`src/ahs_regs.vh`:
```
/*
  Register offsets, field positions, reset values and mode codes of the axis
  homing sequencer. Definitions only; included by every design file that
  needs them. Assumes an 8-bit APB byte address and 32-bit data.
*/
`ifndef AHS_REGS_VH
`define AHS_REGS_VH

// ----------------------------------------------------------------------
// Register byte offsets
// ----------------------------------------------------------------------
`define AHS_OFF_CTRL      8'h00
`define AHS_OFF_STATUS    8'h04
`define AHS_OFF_HOME_POS  8'h08
`define AHS_OFF_AXIS_POS  8'h0c

// ----------------------------------------------------------------------
// Control register fields and reset value
// ----------------------------------------------------------------------
`define AHS_CTRL_MODE_LSB 0
`define AHS_CTRL_MODE_MSB 5
`define AHS_CTRL_START    8
`define AHS_CTRL_RST      6'h0

// ----------------------------------------------------------------------
// Status register fields
// ----------------------------------------------------------------------
`define AHS_ST_BUSY       0
`define AHS_ST_DONE       1
`define AHS_ST_RSVD       2
`define AHS_ST_DIR        3
`define AHS_ST_SPEED      4
`define AHS_ST_MOVE       5
`define AHS_ST_STEP_LSB   8
`define AHS_ST_PIN_LSB    16

// ----------------------------------------------------------------------
// Homing mode codes
// ----------------------------------------------------------------------
`define AHS_MODE_26       6'h1a
`define AHS_MODE_27       6'h1b
`define AHS_MODE_28       6'h1c
`define AHS_MODE_29       6'h1d
`define AHS_MODE_30       6'h1e
`define AHS_MODE_31       6'h1f
`define AHS_MODE_32       6'h20
`define AHS_MODE_33       6'h21
`define AHS_MODE_34       6'h22
`define AHS_MODE_35       6'h23

// ----------------------------------------------------------------------
// Motion encodings
// ----------------------------------------------------------------------
`define AHS_DIR_POS       1'b1
`define AHS_DIR_NEG       1'b0
`define AHS_SPD_FIRST     1'b0
`define AHS_SPD_SECOND    1'b1

`endif

```
`src/ahs_sync.v`:
```
/*
  Two flip-flop synchroniser for a group of pin levels.
  Assumes the inputs are asynchronous levels and only dout is read by logic.
*/
`timescale 1ns/10ps
`default_nettype none

module ahs_sync #(
  parameter W = 1
) (
  input  wire         sys_clk,
  input  wire         rst_b,
  input  wire [W-1:0] din,
  output wire [W-1:0] dout
);

  reg [W-1:0] meta_reg;
  reg [W-1:0] sync_reg;

  // ----------------------------------------------------------------------
  // Synchroniser stages
  // ----------------------------------------------------------------------
  // The first stage feeds the second stage only, to contain metastability.
  always @(posedge sys_clk or negedge rst_b) begin
    if (!rst_b) begin
      meta_reg <= {W{1'b0}};
      sync_reg <= {W{1'b0}};
    end else begin
      meta_reg <= din;
      sync_reg <= meta_reg;
    end
  end

  assign dout = sync_reg;

endmodule // ahs_sync

`default_nettype wire

```
`src/ahs_edge.v`:
```
/*
  Rise and fall detector for a group of synchronised levels.
  Assumes the inputs are already in the sys_clk domain.
*/
`timescale 1ns/10ps
`default_nettype none

module ahs_edge #(
  parameter W = 1
) (
  input  wire         sys_clk,
  input  wire         rst_b,
  input  wire [W-1:0] lvl,
  output wire [W-1:0] rise,
  output wire [W-1:0] fall
);

  reg [W-1:0] prev_reg;

  // ----------------------------------------------------------------------
  // Previous level
  // ----------------------------------------------------------------------
  // Resets low, so a level already high out of reset reads as one rise.
  always @(posedge sys_clk or negedge rst_b) begin
    if (!rst_b) begin
      prev_reg <= {W{1'b0}};
    end else begin
      prev_reg <= lvl;
    end
  end

  assign rise = lvl & ~prev_reg;
  assign fall = ~lvl & prev_reg;

endmodule // ahs_edge

`default_nettype wire

```
`src/ahs_homing.v`:
```
/*
  Homing sequencer for one servo axis, with its APB register slave.
  Holds the mode register, the sequencing state machine, the home latch and
  the motion command outputs. Assumes an APB master on sys_clk, a position
  counter on sys_clk driving axis_pos, and asynchronous switch and index pins.
*/
`timescale 1ns/10ps
`default_nettype none
`include "ahs_regs.vh"

module ahs_homing (
  input  wire        sys_clk,
  input  wire        rst_b,
  input  wire        psel,
  input  wire        penable,
  input  wire        pwrite,
  input  wire [7:0]  paddr,
  input  wire [31:0] pwdata,
  output wire [31:0] prdata,
  output wire        pready,
  output wire        pslverr,
  input  wire        home_sw,
  input  wire        limit_pos,
  input  wire        limit_neg,
  input  wire        index_pulse,
  input  wire [31:0] axis_pos,
  output wire        move_en,
  output wire        move_dir_pos,
  output wire        speed_second,
  output wire        home_done,
  output wire [31:0] home_pos
);

  // ----------------------------------------------------------------------
  // States and steps
  // ----------------------------------------------------------------------
  localparam [1:0] ST_IDLE  = 2'b00;
  localparam [1:0] ST_SEEK  = 2'b01;
  localparam [1:0] ST_DONE  = 2'b10;
  localparam [1:0] ST_FAULT = 2'b11;

  localparam [1:0] SP_A = 2'b00;
  localparam [1:0] SP_B = 2'b01;
  localparam [1:0] SP_C = 2'b10;
  localparam [1:0] SP_D = 2'b11;

  // ----------------------------------------------------------------------
  // Declarations
  // ----------------------------------------------------------------------
  wire [3:0]  pins_sync;
  wire [3:0]  pins_rise;
  wire [3:0]  pins_fall;
  wire        hs;
  wire        hs_on;
  wire        hs_off;
  wire        lim_p;
  wire        lim_n;
  wire        idx_hit;
  wire        setup_ph;
  wire        access_ph;
  wire        addr_ok;
  wire [31:0] status_word;

  reg  [5:0]  mode_reg;
  reg         cmd_reg;
  reg  [1:0]  state_reg;
  reg  [1:0]  state_next;
  reg  [1:0]  step_reg;
  reg  [1:0]  step_next;
  reg         dir_reg;
  reg         dir_next;
  reg         spd_reg;
  reg         spd_next;
  reg         latch_now;
  reg         move_reg;
  reg         done_reg;
  reg  [31:0] home_pos_reg;
  reg  [31:0] rdata_reg;
  reg  [31:0] rdata_next;

  // ----------------------------------------------------------------------
  // Pin synchronisation and edges
  // ----------------------------------------------------------------------
  // Order of the group: index, negative limit, positive limit, home switch.
  ahs_sync #(
    .W (4)
  ) u_sync (
    .sys_clk (sys_clk),
    .rst_b   (rst_b),
    .din     ({index_pulse, limit_neg, limit_pos, home_sw}),
    .dout    (pins_sync)
  );

  ahs_edge #(
    .W (4)
  ) u_edge (
    .sys_clk (sys_clk),
    .rst_b   (rst_b),
    .lvl     (pins_sync),
    .rise    (pins_rise),
    .fall    (pins_fall)
  );

  assign hs      = pins_sync[0];
  assign hs_on   = pins_rise[0];
  assign hs_off  = pins_fall[0];
  assign lim_p   = pins_sync[1];
  assign lim_n   = pins_sync[2];
  assign idx_hit = pins_rise[3];

  // ----------------------------------------------------------------------
  // APB decode
  // ----------------------------------------------------------------------
  // No wait states: read data is captured in the setup cycle.
  assign setup_ph  = psel & ~penable;
  assign access_ph = psel & penable;
  assign addr_ok   = (paddr == `AHS_OFF_CTRL) | (paddr == `AHS_OFF_STATUS) |
                     (paddr == `AHS_OFF_HOME_POS) | (paddr == `AHS_OFF_AXIS_POS);
  assign pready    = 1'b1;
  assign pslverr   = access_ph & ~addr_ok;
  assign prdata    = rdata_reg;

  assign status_word = {12'h000, pins_sync, 6'h0, step_reg, 2'b00, move_reg,
                        spd_reg, dir_reg, (state_reg == ST_FAULT), done_reg,
                        (state_reg == ST_SEEK)};

  // Read multiplexer; unmapped addresses read zero and flag an error.
  always @* begin
    rdata_next = 32'h0000_0000;
    case (paddr)
      `AHS_OFF_CTRL:     rdata_next = {26'h0, mode_reg};
      `AHS_OFF_STATUS:   rdata_next = status_word;
      `AHS_OFF_HOME_POS: rdata_next = home_pos_reg;
      `AHS_OFF_AXIS_POS: rdata_next = axis_pos;
      default:           rdata_next = 32'h0000_0000;
    endcase
  end

  always @(posedge sys_clk or negedge rst_b) begin
    if (!rst_b) begin
      rdata_reg <= 32'h0000_0000;
    end else if (setup_ph & ~pwrite) begin
      rdata_reg <= rdata_next;
    end
  end

  // ----------------------------------------------------------------------
  // Control register and homing command
  // ----------------------------------------------------------------------
  // The start bit is a write-one pulse; it acts on the next edge with the
  // mode written in the same transfer, so mode and start may go together.
  always @(posedge sys_clk or negedge rst_b) begin
    if (!rst_b) begin
      mode_reg <= `AHS_CTRL_RST;
      cmd_reg  <= 1'b0;
    end else begin
      cmd_reg <= 1'b0;
      if (access_ph & pwrite & (paddr == `AHS_OFF_CTRL)) begin
        mode_reg <= pwdata[`AHS_CTRL_MODE_MSB:`AHS_CTRL_MODE_LSB];
        cmd_reg  <= pwdata[`AHS_CTRL_START];
      end
    end
  end

  // ----------------------------------------------------------------------
  // Sequencer next state
  // ----------------------------------------------------------------------
  // A new command always restarts the search, even mid-sequence, except that
  // mode 35 latches at once, and codes other than 26 to 30, 33 and 34 fault.
  // Limit switches are acted on only in step A; elsewhere the axis is past them.
  always @* begin
    state_next = state_reg;
    step_next  = step_reg;
    dir_next   = dir_reg;
    spd_next   = spd_reg;
    latch_now  = 1'b0;
    if (cmd_reg) begin
      state_next = ST_SEEK;
      step_next  = SP_A;
      spd_next   = `AHS_SPD_FIRST;
      dir_next   = `AHS_DIR_NEG;
      case (mode_reg)
        `AHS_MODE_26, `AHS_MODE_27: begin
          if (hs) begin
            dir_next  = `AHS_DIR_POS;
            spd_next  = `AHS_SPD_SECOND;
            step_next = SP_B;
          end else begin
            dir_next = (mode_reg == `AHS_MODE_26) ? `AHS_DIR_POS
                                                  : `AHS_DIR_NEG;
          end
        end
        `AHS_MODE_28: begin
          if (hs) begin
            dir_next  = `AHS_DIR_POS;
            spd_next  = `AHS_SPD_SECOND;
            step_next = SP_D;
          end
        end
        `AHS_MODE_29: begin
          if (hs) begin
            spd_next  = `AHS_SPD_SECOND;
            step_next = SP_D;
          end
        end
        `AHS_MODE_30: begin
          if (hs) begin
            spd_next  = `AHS_SPD_SECOND;
            step_next = SP_B;
          end
        end
        `AHS_MODE_33: begin
          spd_next = `AHS_SPD_SECOND;
        end
        `AHS_MODE_34: begin
          dir_next = `AHS_DIR_POS;
          spd_next = `AHS_SPD_SECOND;
        end
        `AHS_MODE_35: begin
          state_next = ST_DONE;
          latch_now  = 1'b1;
        end
        default: begin
          state_next = ST_FAULT;
        end
      endcase
    end else if (state_reg == ST_SEEK) begin
      case (mode_reg)
        `AHS_MODE_26, `AHS_MODE_27, `AHS_MODE_30: begin
          case (step_reg)
            SP_A: begin
              if (hs_on) begin
                spd_next  = `AHS_SPD_SECOND;
                step_next = SP_B;
                if (mode_reg == `AHS_MODE_27) begin
                  dir_next = ~dir_reg;
                end
              end else if (!hs && ((mode_reg == `AHS_MODE_26) ? lim_p : lim_n)) begin
                dir_next  = ~dir_reg;
                step_next = SP_C;
              end
            end
            SP_C: begin
              if (hs_on) begin
                spd_next  = `AHS_SPD_SECOND;
                step_next = SP_B;
                if (mode_reg != `AHS_MODE_27) begin
                  dir_next = ~dir_reg;
                end
              end
            end
            default: begin
              if (hs_off) begin
                state_next = ST_DONE;
                latch_now  = 1'b1;
              end
            end
          endcase
        end
        `AHS_MODE_28, `AHS_MODE_29: begin
          case (step_reg)
            SP_A: begin
              if (hs_on) begin
                if (mode_reg == `AHS_MODE_28) begin
                  state_next = ST_DONE;
                  latch_now  = 1'b1;
                end else begin
                  spd_next  = `AHS_SPD_SECOND;
                  step_next = SP_D;
                end
              end else if (!hs && lim_n) begin
                dir_next  = ~dir_reg;
                step_next = (mode_reg == `AHS_MODE_28) ? SP_C : SP_B;
              end
            end
            SP_C: begin
              if (hs_on) begin
                step_next = SP_D;
              end
            end
            SP_D: begin
              if (hs_off) begin
                dir_next  = ~dir_reg;
                step_next = SP_B;
              end
            end
            default: begin
              if (hs_on) begin
                state_next = ST_DONE;
                latch_now  = 1'b1;
              end
            end
          endcase
        end
        `AHS_MODE_33, `AHS_MODE_34: begin
          if (idx_hit) begin
            state_next = ST_DONE;
            latch_now  = 1'b1;
          end
        end
        default: begin
          state_next = ST_FAULT;
        end
      endcase
    end
  end

  // ----------------------------------------------------------------------
  // Sequencer registers and home latch
  // ----------------------------------------------------------------------
  // Motion is commanded only while seeking; the done flag holds until the
  // next command clears it; a command for mode 35 keeps it set.
  always @(posedge sys_clk or negedge rst_b) begin
    if (!rst_b) begin
      state_reg    <= ST_IDLE;
      step_reg     <= SP_A;
      dir_reg      <= `AHS_DIR_NEG;
      spd_reg      <= `AHS_SPD_FIRST;
      move_reg     <= 1'b0;
      done_reg     <= 1'b0;
      home_pos_reg <= 32'h0000_0000;
    end else begin
      state_reg <= state_next;
      step_reg  <= step_next;
      dir_reg   <= dir_next;
      spd_reg   <= spd_next;
      move_reg  <= (state_next == ST_SEEK);
      done_reg  <= (state_next == ST_DONE);
      if (latch_now) begin
        home_pos_reg <= axis_pos;
      end
    end
  end

  assign move_en      = move_reg;
  assign move_dir_pos = dir_reg;
  assign speed_second = spd_reg;
  assign home_done    = done_reg;
  assign home_pos     = home_pos_reg;

endmodule // ahs_homing

`default_nettype wire

```
`config.mk`:
```
export PLATFORM = sky130hd
export DESIGN_NAME = ahs_homing
export DESIGN_NICKNAME = d
export VERILOG_FILES = /design/src/ahs_sync.v /design/src/ahs_edge.v /design/src/ahs_homing.v
export VERILOG_INCLUDE_DIRS = /design/src
export SDC_FILE = /design/constraint.sdc
export NUM_CORES = 1
export LEC_CHECK = 0
export BUFFER_PORTS_ARGS = -buffer_cell sky130_fd_sc_hd__buf_2
export CORE_MARGIN = 2
export CORE_UTILIZATION = 30
export CTS_CLUSTER_DIAMETER = 80
export DETAILED_ROUTE_END_ITERATION = 8
export PLACE_DENSITY = 0.57
export SYNTH_ARGS = -nofsm -noshare
export SYNTH_HDL_FRONTEND = slang
export SYNTH_SLANG_ARGS = --single-unit
```
`constraint.sdc`:
```
create_clock -name sys_clk -period 5.58 [get_ports sys_clk]
set_input_delay 1.116 -clock sys_clk [delete_from_list [all_inputs] [get_ports sys_clk]]
set_output_delay 1.116 -clock sys_clk [all_outputs]
set_load 0.005 [all_outputs]
```
* After elaboration in Yosys (flattened, before gate mapping)
Index checks and enable logic that the tools add are counted.
Storage, ports and cells: register bits 91, input bits 81, output and inout port bits 70, logic and storage cells 152
Operators by class: equality and inequality tests 36, multiplexer cells 68, bitwise operators 17, reduce and logical (&&, ||, !) cells 18
Operators by type and width (number):
- $pmux W32 S4 | 1
- $mux W2 | 20
- $mux W1 | 32
- $eq A6 B5 Y1 const B | 5
- $ne A4 B4 Y1 const B | 6
- $ne A5 B5 Y1 const B | 4
- $pmux W2 S2 | 5
- $eq A6 B6 Y1 const B | 3
- $eq A8 B4 Y1 const B | 2
- $pmux W1 S2 | 6
- $pmux W2 S3 | 2
- $reduce_and A11 Y1 | 1
- $reduce_and A10 Y1 | 1
- $reduce_or A2 Y1 | 5
- $ne A3 B1 Y1 const B | 3
- $eq A2 B2 Y1 const B | 4
- $eq A8 B3 Y1 const B | 1
- $logic_not A8 Y1 | 1
- $ne A4 B1 Y1 const B | 2
- $and A1 B1 Y1 | 7
- $reduce_and A7 Y1 | 1
- $reduce_or A7 Y1 | 1
- $ne A6 B5 Y1 const B | 1
- $pmux W1 S3 | 2
- other kinds (15) | 23

* Depth between registers and ports, before layout
depth in word-level cells 9, mapped depth 10, depth with buffers taken out 8

* Hierarchy
Synthesis repeated with hierarchy kept, for this count alone.
Unflattened totals: cells, all modules 389, area total of the unflattened synthesis 4420.5 µm²
By module, submodules not included:
- ahs_homing | times used 1, cells each 369, area each 4050.1 µm², seq. area each 1976.9 µm²
- ahs_sync | times used 1, cells each 8, area each 200.2 µm², seq. area each 200.2 µm²
- ahs_edge | times used 1, cells each 12, area each 170.2 µm², seq. area each 100.1 µm²

* Worst setup path before layout
OpenSTA, ideal clock, no wires.
path type input-to-output, from in paddr[7], to out pslverr, arrival time 1.707 ns, data required time 4.464 ns, setup slack 2.757 ns, cell stages on the path 3, buffers on the path 0, cells stage by stage nor4_1 nand2_1 and3_1
On the way: word-level cells in the longest chain between the ends 6, elaborated cells on any way between the ends 9, classes of those cells eq/ne (3); bitwise (5); reduce/logical (1)
Ends and longest elaborated chain:
- start, declared | RTL line ahs_homing.v:17 | input wire [7:0] paddr,
- $eq A8 B3 Y1 / $logic_not A8 Y1 (equally long branches)
- $or A1 B1 Y1 (2 in a row) | RTL line ahs_homing.v:117 | assign addr_ok = (paddr == `AHS_OFF_CTRL) | (paddr == `AHS_OFF_STATUS) |
- $or A1 B1 Y1 (*) | RTL line ahs_homing.v:117
- $not A1 Y1 (*) | RTL line ahs_homing.v:120 | assign pslverr = access_ph & ~addr_ok;
- $and A1 B1 Y1 (*) | RTL line ahs_homing.v:120
- end, declared | RTL line ahs_homing.v:21 | output wire pslverr,
Mark *: on every way between the ends. The rest lies on a longest branch, timed or not.

* Worst setup path after layout
Ends and elaborated chain as after synthesis.

==> key figures <==
Place
  • IO Port Bufs: 124
  • GPL Wtd Cong: 0.881
  • Cells after DPL: roughly 650
  • DP HPWL: around 8100 um

Timing
  • Worst slew pin tran: 1.17 ns
  • Crit share post-route: 0.564
  • Setup TNS: 0 ns
  • Max-slew headroom: 0.215
  • Final Max Tran Viols: 0
  • Clk_skew: 0.00610 ns
  • Unrepaired setup endpoints after global routing: false
  • Final Hold Vio Count: 0
  • Final setup vio count: 0
  • Final Critical Period: approximately 3.1 ns
  • Fmax: 318 MHz

Global routing
  • Largest net degree at the start of global routing: 90
  • Initial antenna violation count: 0
  • Grt ovf: 0
  • Total GRT Usage: 0.152
  • Vias in the first global route: 3368
  • First-pass GRT wire length: 18000 um

Floorplanning
  • Num ports: 151
  • Initial Util: 0.309
  • Die width: about 120 um
  • Die area: 15300 um^2
  • Row count: 43
  • Core area: ~14000 um^2
  • Die extent in y: ~120 um

Critical path
  • Setup crit start kind: primary input
  • Worst Path Max Fanout: 6
  • WP data arrival: 2.03 ns
  • Worst Path Required: 4.46 ns
  • WS Path Type: primary input to output pin
  • Crit. End Element: output pin
  • Worst R2R Start: step_reg[0]
  • Critical path origin: paddr[7]

Power and ir drop
  • Leakage: roughly 2.6 nW
  • Worst vdd ir: approximately 0.00015 V
  • Power Density: 261 nW/um^2

Detailed routing
  • Via Count: 3400
  • Drt via density: 5.10
  • Drt initial violations: 230
  • Final ANT Viol Nets: 0
  • Total Wirelength: approximately 11000 um
  • DRC viols: 0
  • Post-detailed-route wirelength per cell: 17.2 um
  • DRT Pass-1 Iters: 4

Synth
  • Cell count after synthesis: about 370
  • Ys async rst share: 1.00
  • Area leader, netlist: dfrtp_1
  • Syn Nets: ~460
  • Post-Syn Area: 4300 um^2
  • Mean Syn Cell Area: between 10 and 15 um^2
  • Seq cells post-synth: about 90
  • Number of synthesized flops with an enable pin: 0
  • Sequential element share of the synthesized area: 0.518
  • YS warnings: 0
  • Predominant post-synthesis flop cell: dfrtp_1
  • Yosys top cell area share: 0.518
  • Distinct cells, synth: 54
  • Top cells by area, synth: dfrtp_1 (52%), mux2_4 (10%), o21ai_0 (4.8%)

CTS
  • Post-CTS setup buffers: 0
  • Clk slew on worst S/H paths: 0.06 ns
  • Clock sinks: 89
  • CTS tree: yes
  • Clock root cell: clkbuf_16
  • Clock tree buffer depth: 2
  • H-tree depth: 3
  • CTS-repair resized insts: 0
  • Hold_buf cts: 0
  • Worst-Skew Late Latency: 0.34 ns
  • TritonCTS Buffers: 9

Final layout
  • Fill cells: 1368
  • Post-layout nets: 569
  • Layout cell share with drive strength beyond 1: 0.400
  • Ant. Diodes: 0
  • Fin cells: approximately 670
  • Layout area overhead: 24.1%

Worst hold path
  • Worst Hold Launch: u_sync.meta_reg[2]
  • Hold crit path type: register to register

Flow run
  • Max_cap viols: 0

Run status
  • Outcome: completed
-- worst max-delay path: stages --
cell and delay (ns):
buf_2 0.10, nor4_1 0.28, nand2_1 0.19, and3_1 0.22
buf_2 0.12
-- layout by cell type, fill, tap and decap left out, types with 6 or more instances in the layout --
| master | count |
|---|---|
| a22oi_1 | 26 |
| nor2_1 | 11 |
| a31oi_1 | 6 |
| mux2_2 | 11 |
| clkbuf_16 | 9 |
| buf_2 | 123 |
| dfrtp_1 | 89 |
| nor3_1 | 7 |
| o21ai_0 | 41 |
| nor2b_1 | 6 |
| a21oi_1 | 6 |
| inv_1 | 7 |
| nand2_1 | 41 |
| mux2_4 | 30 |
-- logic make-up after synthesis --
logic type	count (synthesis)	synth area share
other	1	0.000872
AO/OA/AOI/OAI	100	0.154
adder cells (fa/ha/maj)	4	0.0116
AND/OR/NAND/NOR	96	0.113
buffers and inverters	33	0.0349
XOR/XNOR	1	0.00204
flip-flops	89	0.518
multiplexers	48	0.165
-- cell usage after synthesis, types with 7 or more instances --
library cell and n:
clkbuf_1 22, nor3_1 7, nor2_1 11, nand2_1 41, mux2_2 11, mux2_4 30, dfrtp_1 89, o21ai_0 41
a22oi_1 26, inv_1 7
-- area by class of cell --
cell class / count / area, um^2 / area share
Inverter: 7 / 26.3 / 0.00492
Timing Repair Buffer: 127 / 646 / 0.121
Multi-Input combinational cell: 250 / 1930 / 0.361
Tap cell: 180 / 225 / 0.0422
Clock inverter: 3 / 42.5 / 0.00797
Sequential cell: 89 / 2230 / 0.417
Clock buffer: 11 / 243 / 0.0455
-- through the flow --
step,cell area [um^2],hold slack (ns),power [mW],setup slack [ns],util
2_1_floorplan,4300,0.331,0.748,2.76,-
3_3_place_gp,5050,0.338,0.809,2.40,0.362
3_5_place_dp,5050,0.343,0.813,2.29,0.362
4_1_cts,5340,0.355,1.41,2.41,0.383
5_1_grt,5340,0.356,1.45,2.33,0.383
6_report,5340,0.350,1.39,2.43,0.383
-- path summary, 6_finish.rpt --
kind                            depth (start not counted)  slack [ns]             end
worst min register to register                          0        0.35  u_sync.dout[2]
worst max-delay path                                    5        2.43         pslverr
min in group asynchronous                               1        0.99      prdata[23]
max in group asynchronous                               1        3.82    state_reg[0]
worst max register to register                          9        2.67     home_pos[0]
worst min-delay path                                    0        0.35  u_sync.dout[2]
-- routing by layer --
layer / track usage / vias to the layer above / wire length, um
li1: - / 1577 / -
met1: 0.205 / 1697 / 5080
met2: 0.244 / 109 / 5520
met3: 0.0284 / 17 / 657
met4: 0.0504 / 0 / 214
met5: 0 / - / 0
-- power by group --
group | internal (mW) | leakage (nW) | switching, mW
clock | 0.354 | 0.137 | 0.240
sequential | 0.667 | 1.13 | 0.0189
combinational | 0.0589 | 1.35 | 0.0555
total | 1.08 | 2.62 | 0.314
Power figures use the tool's default switching activity.
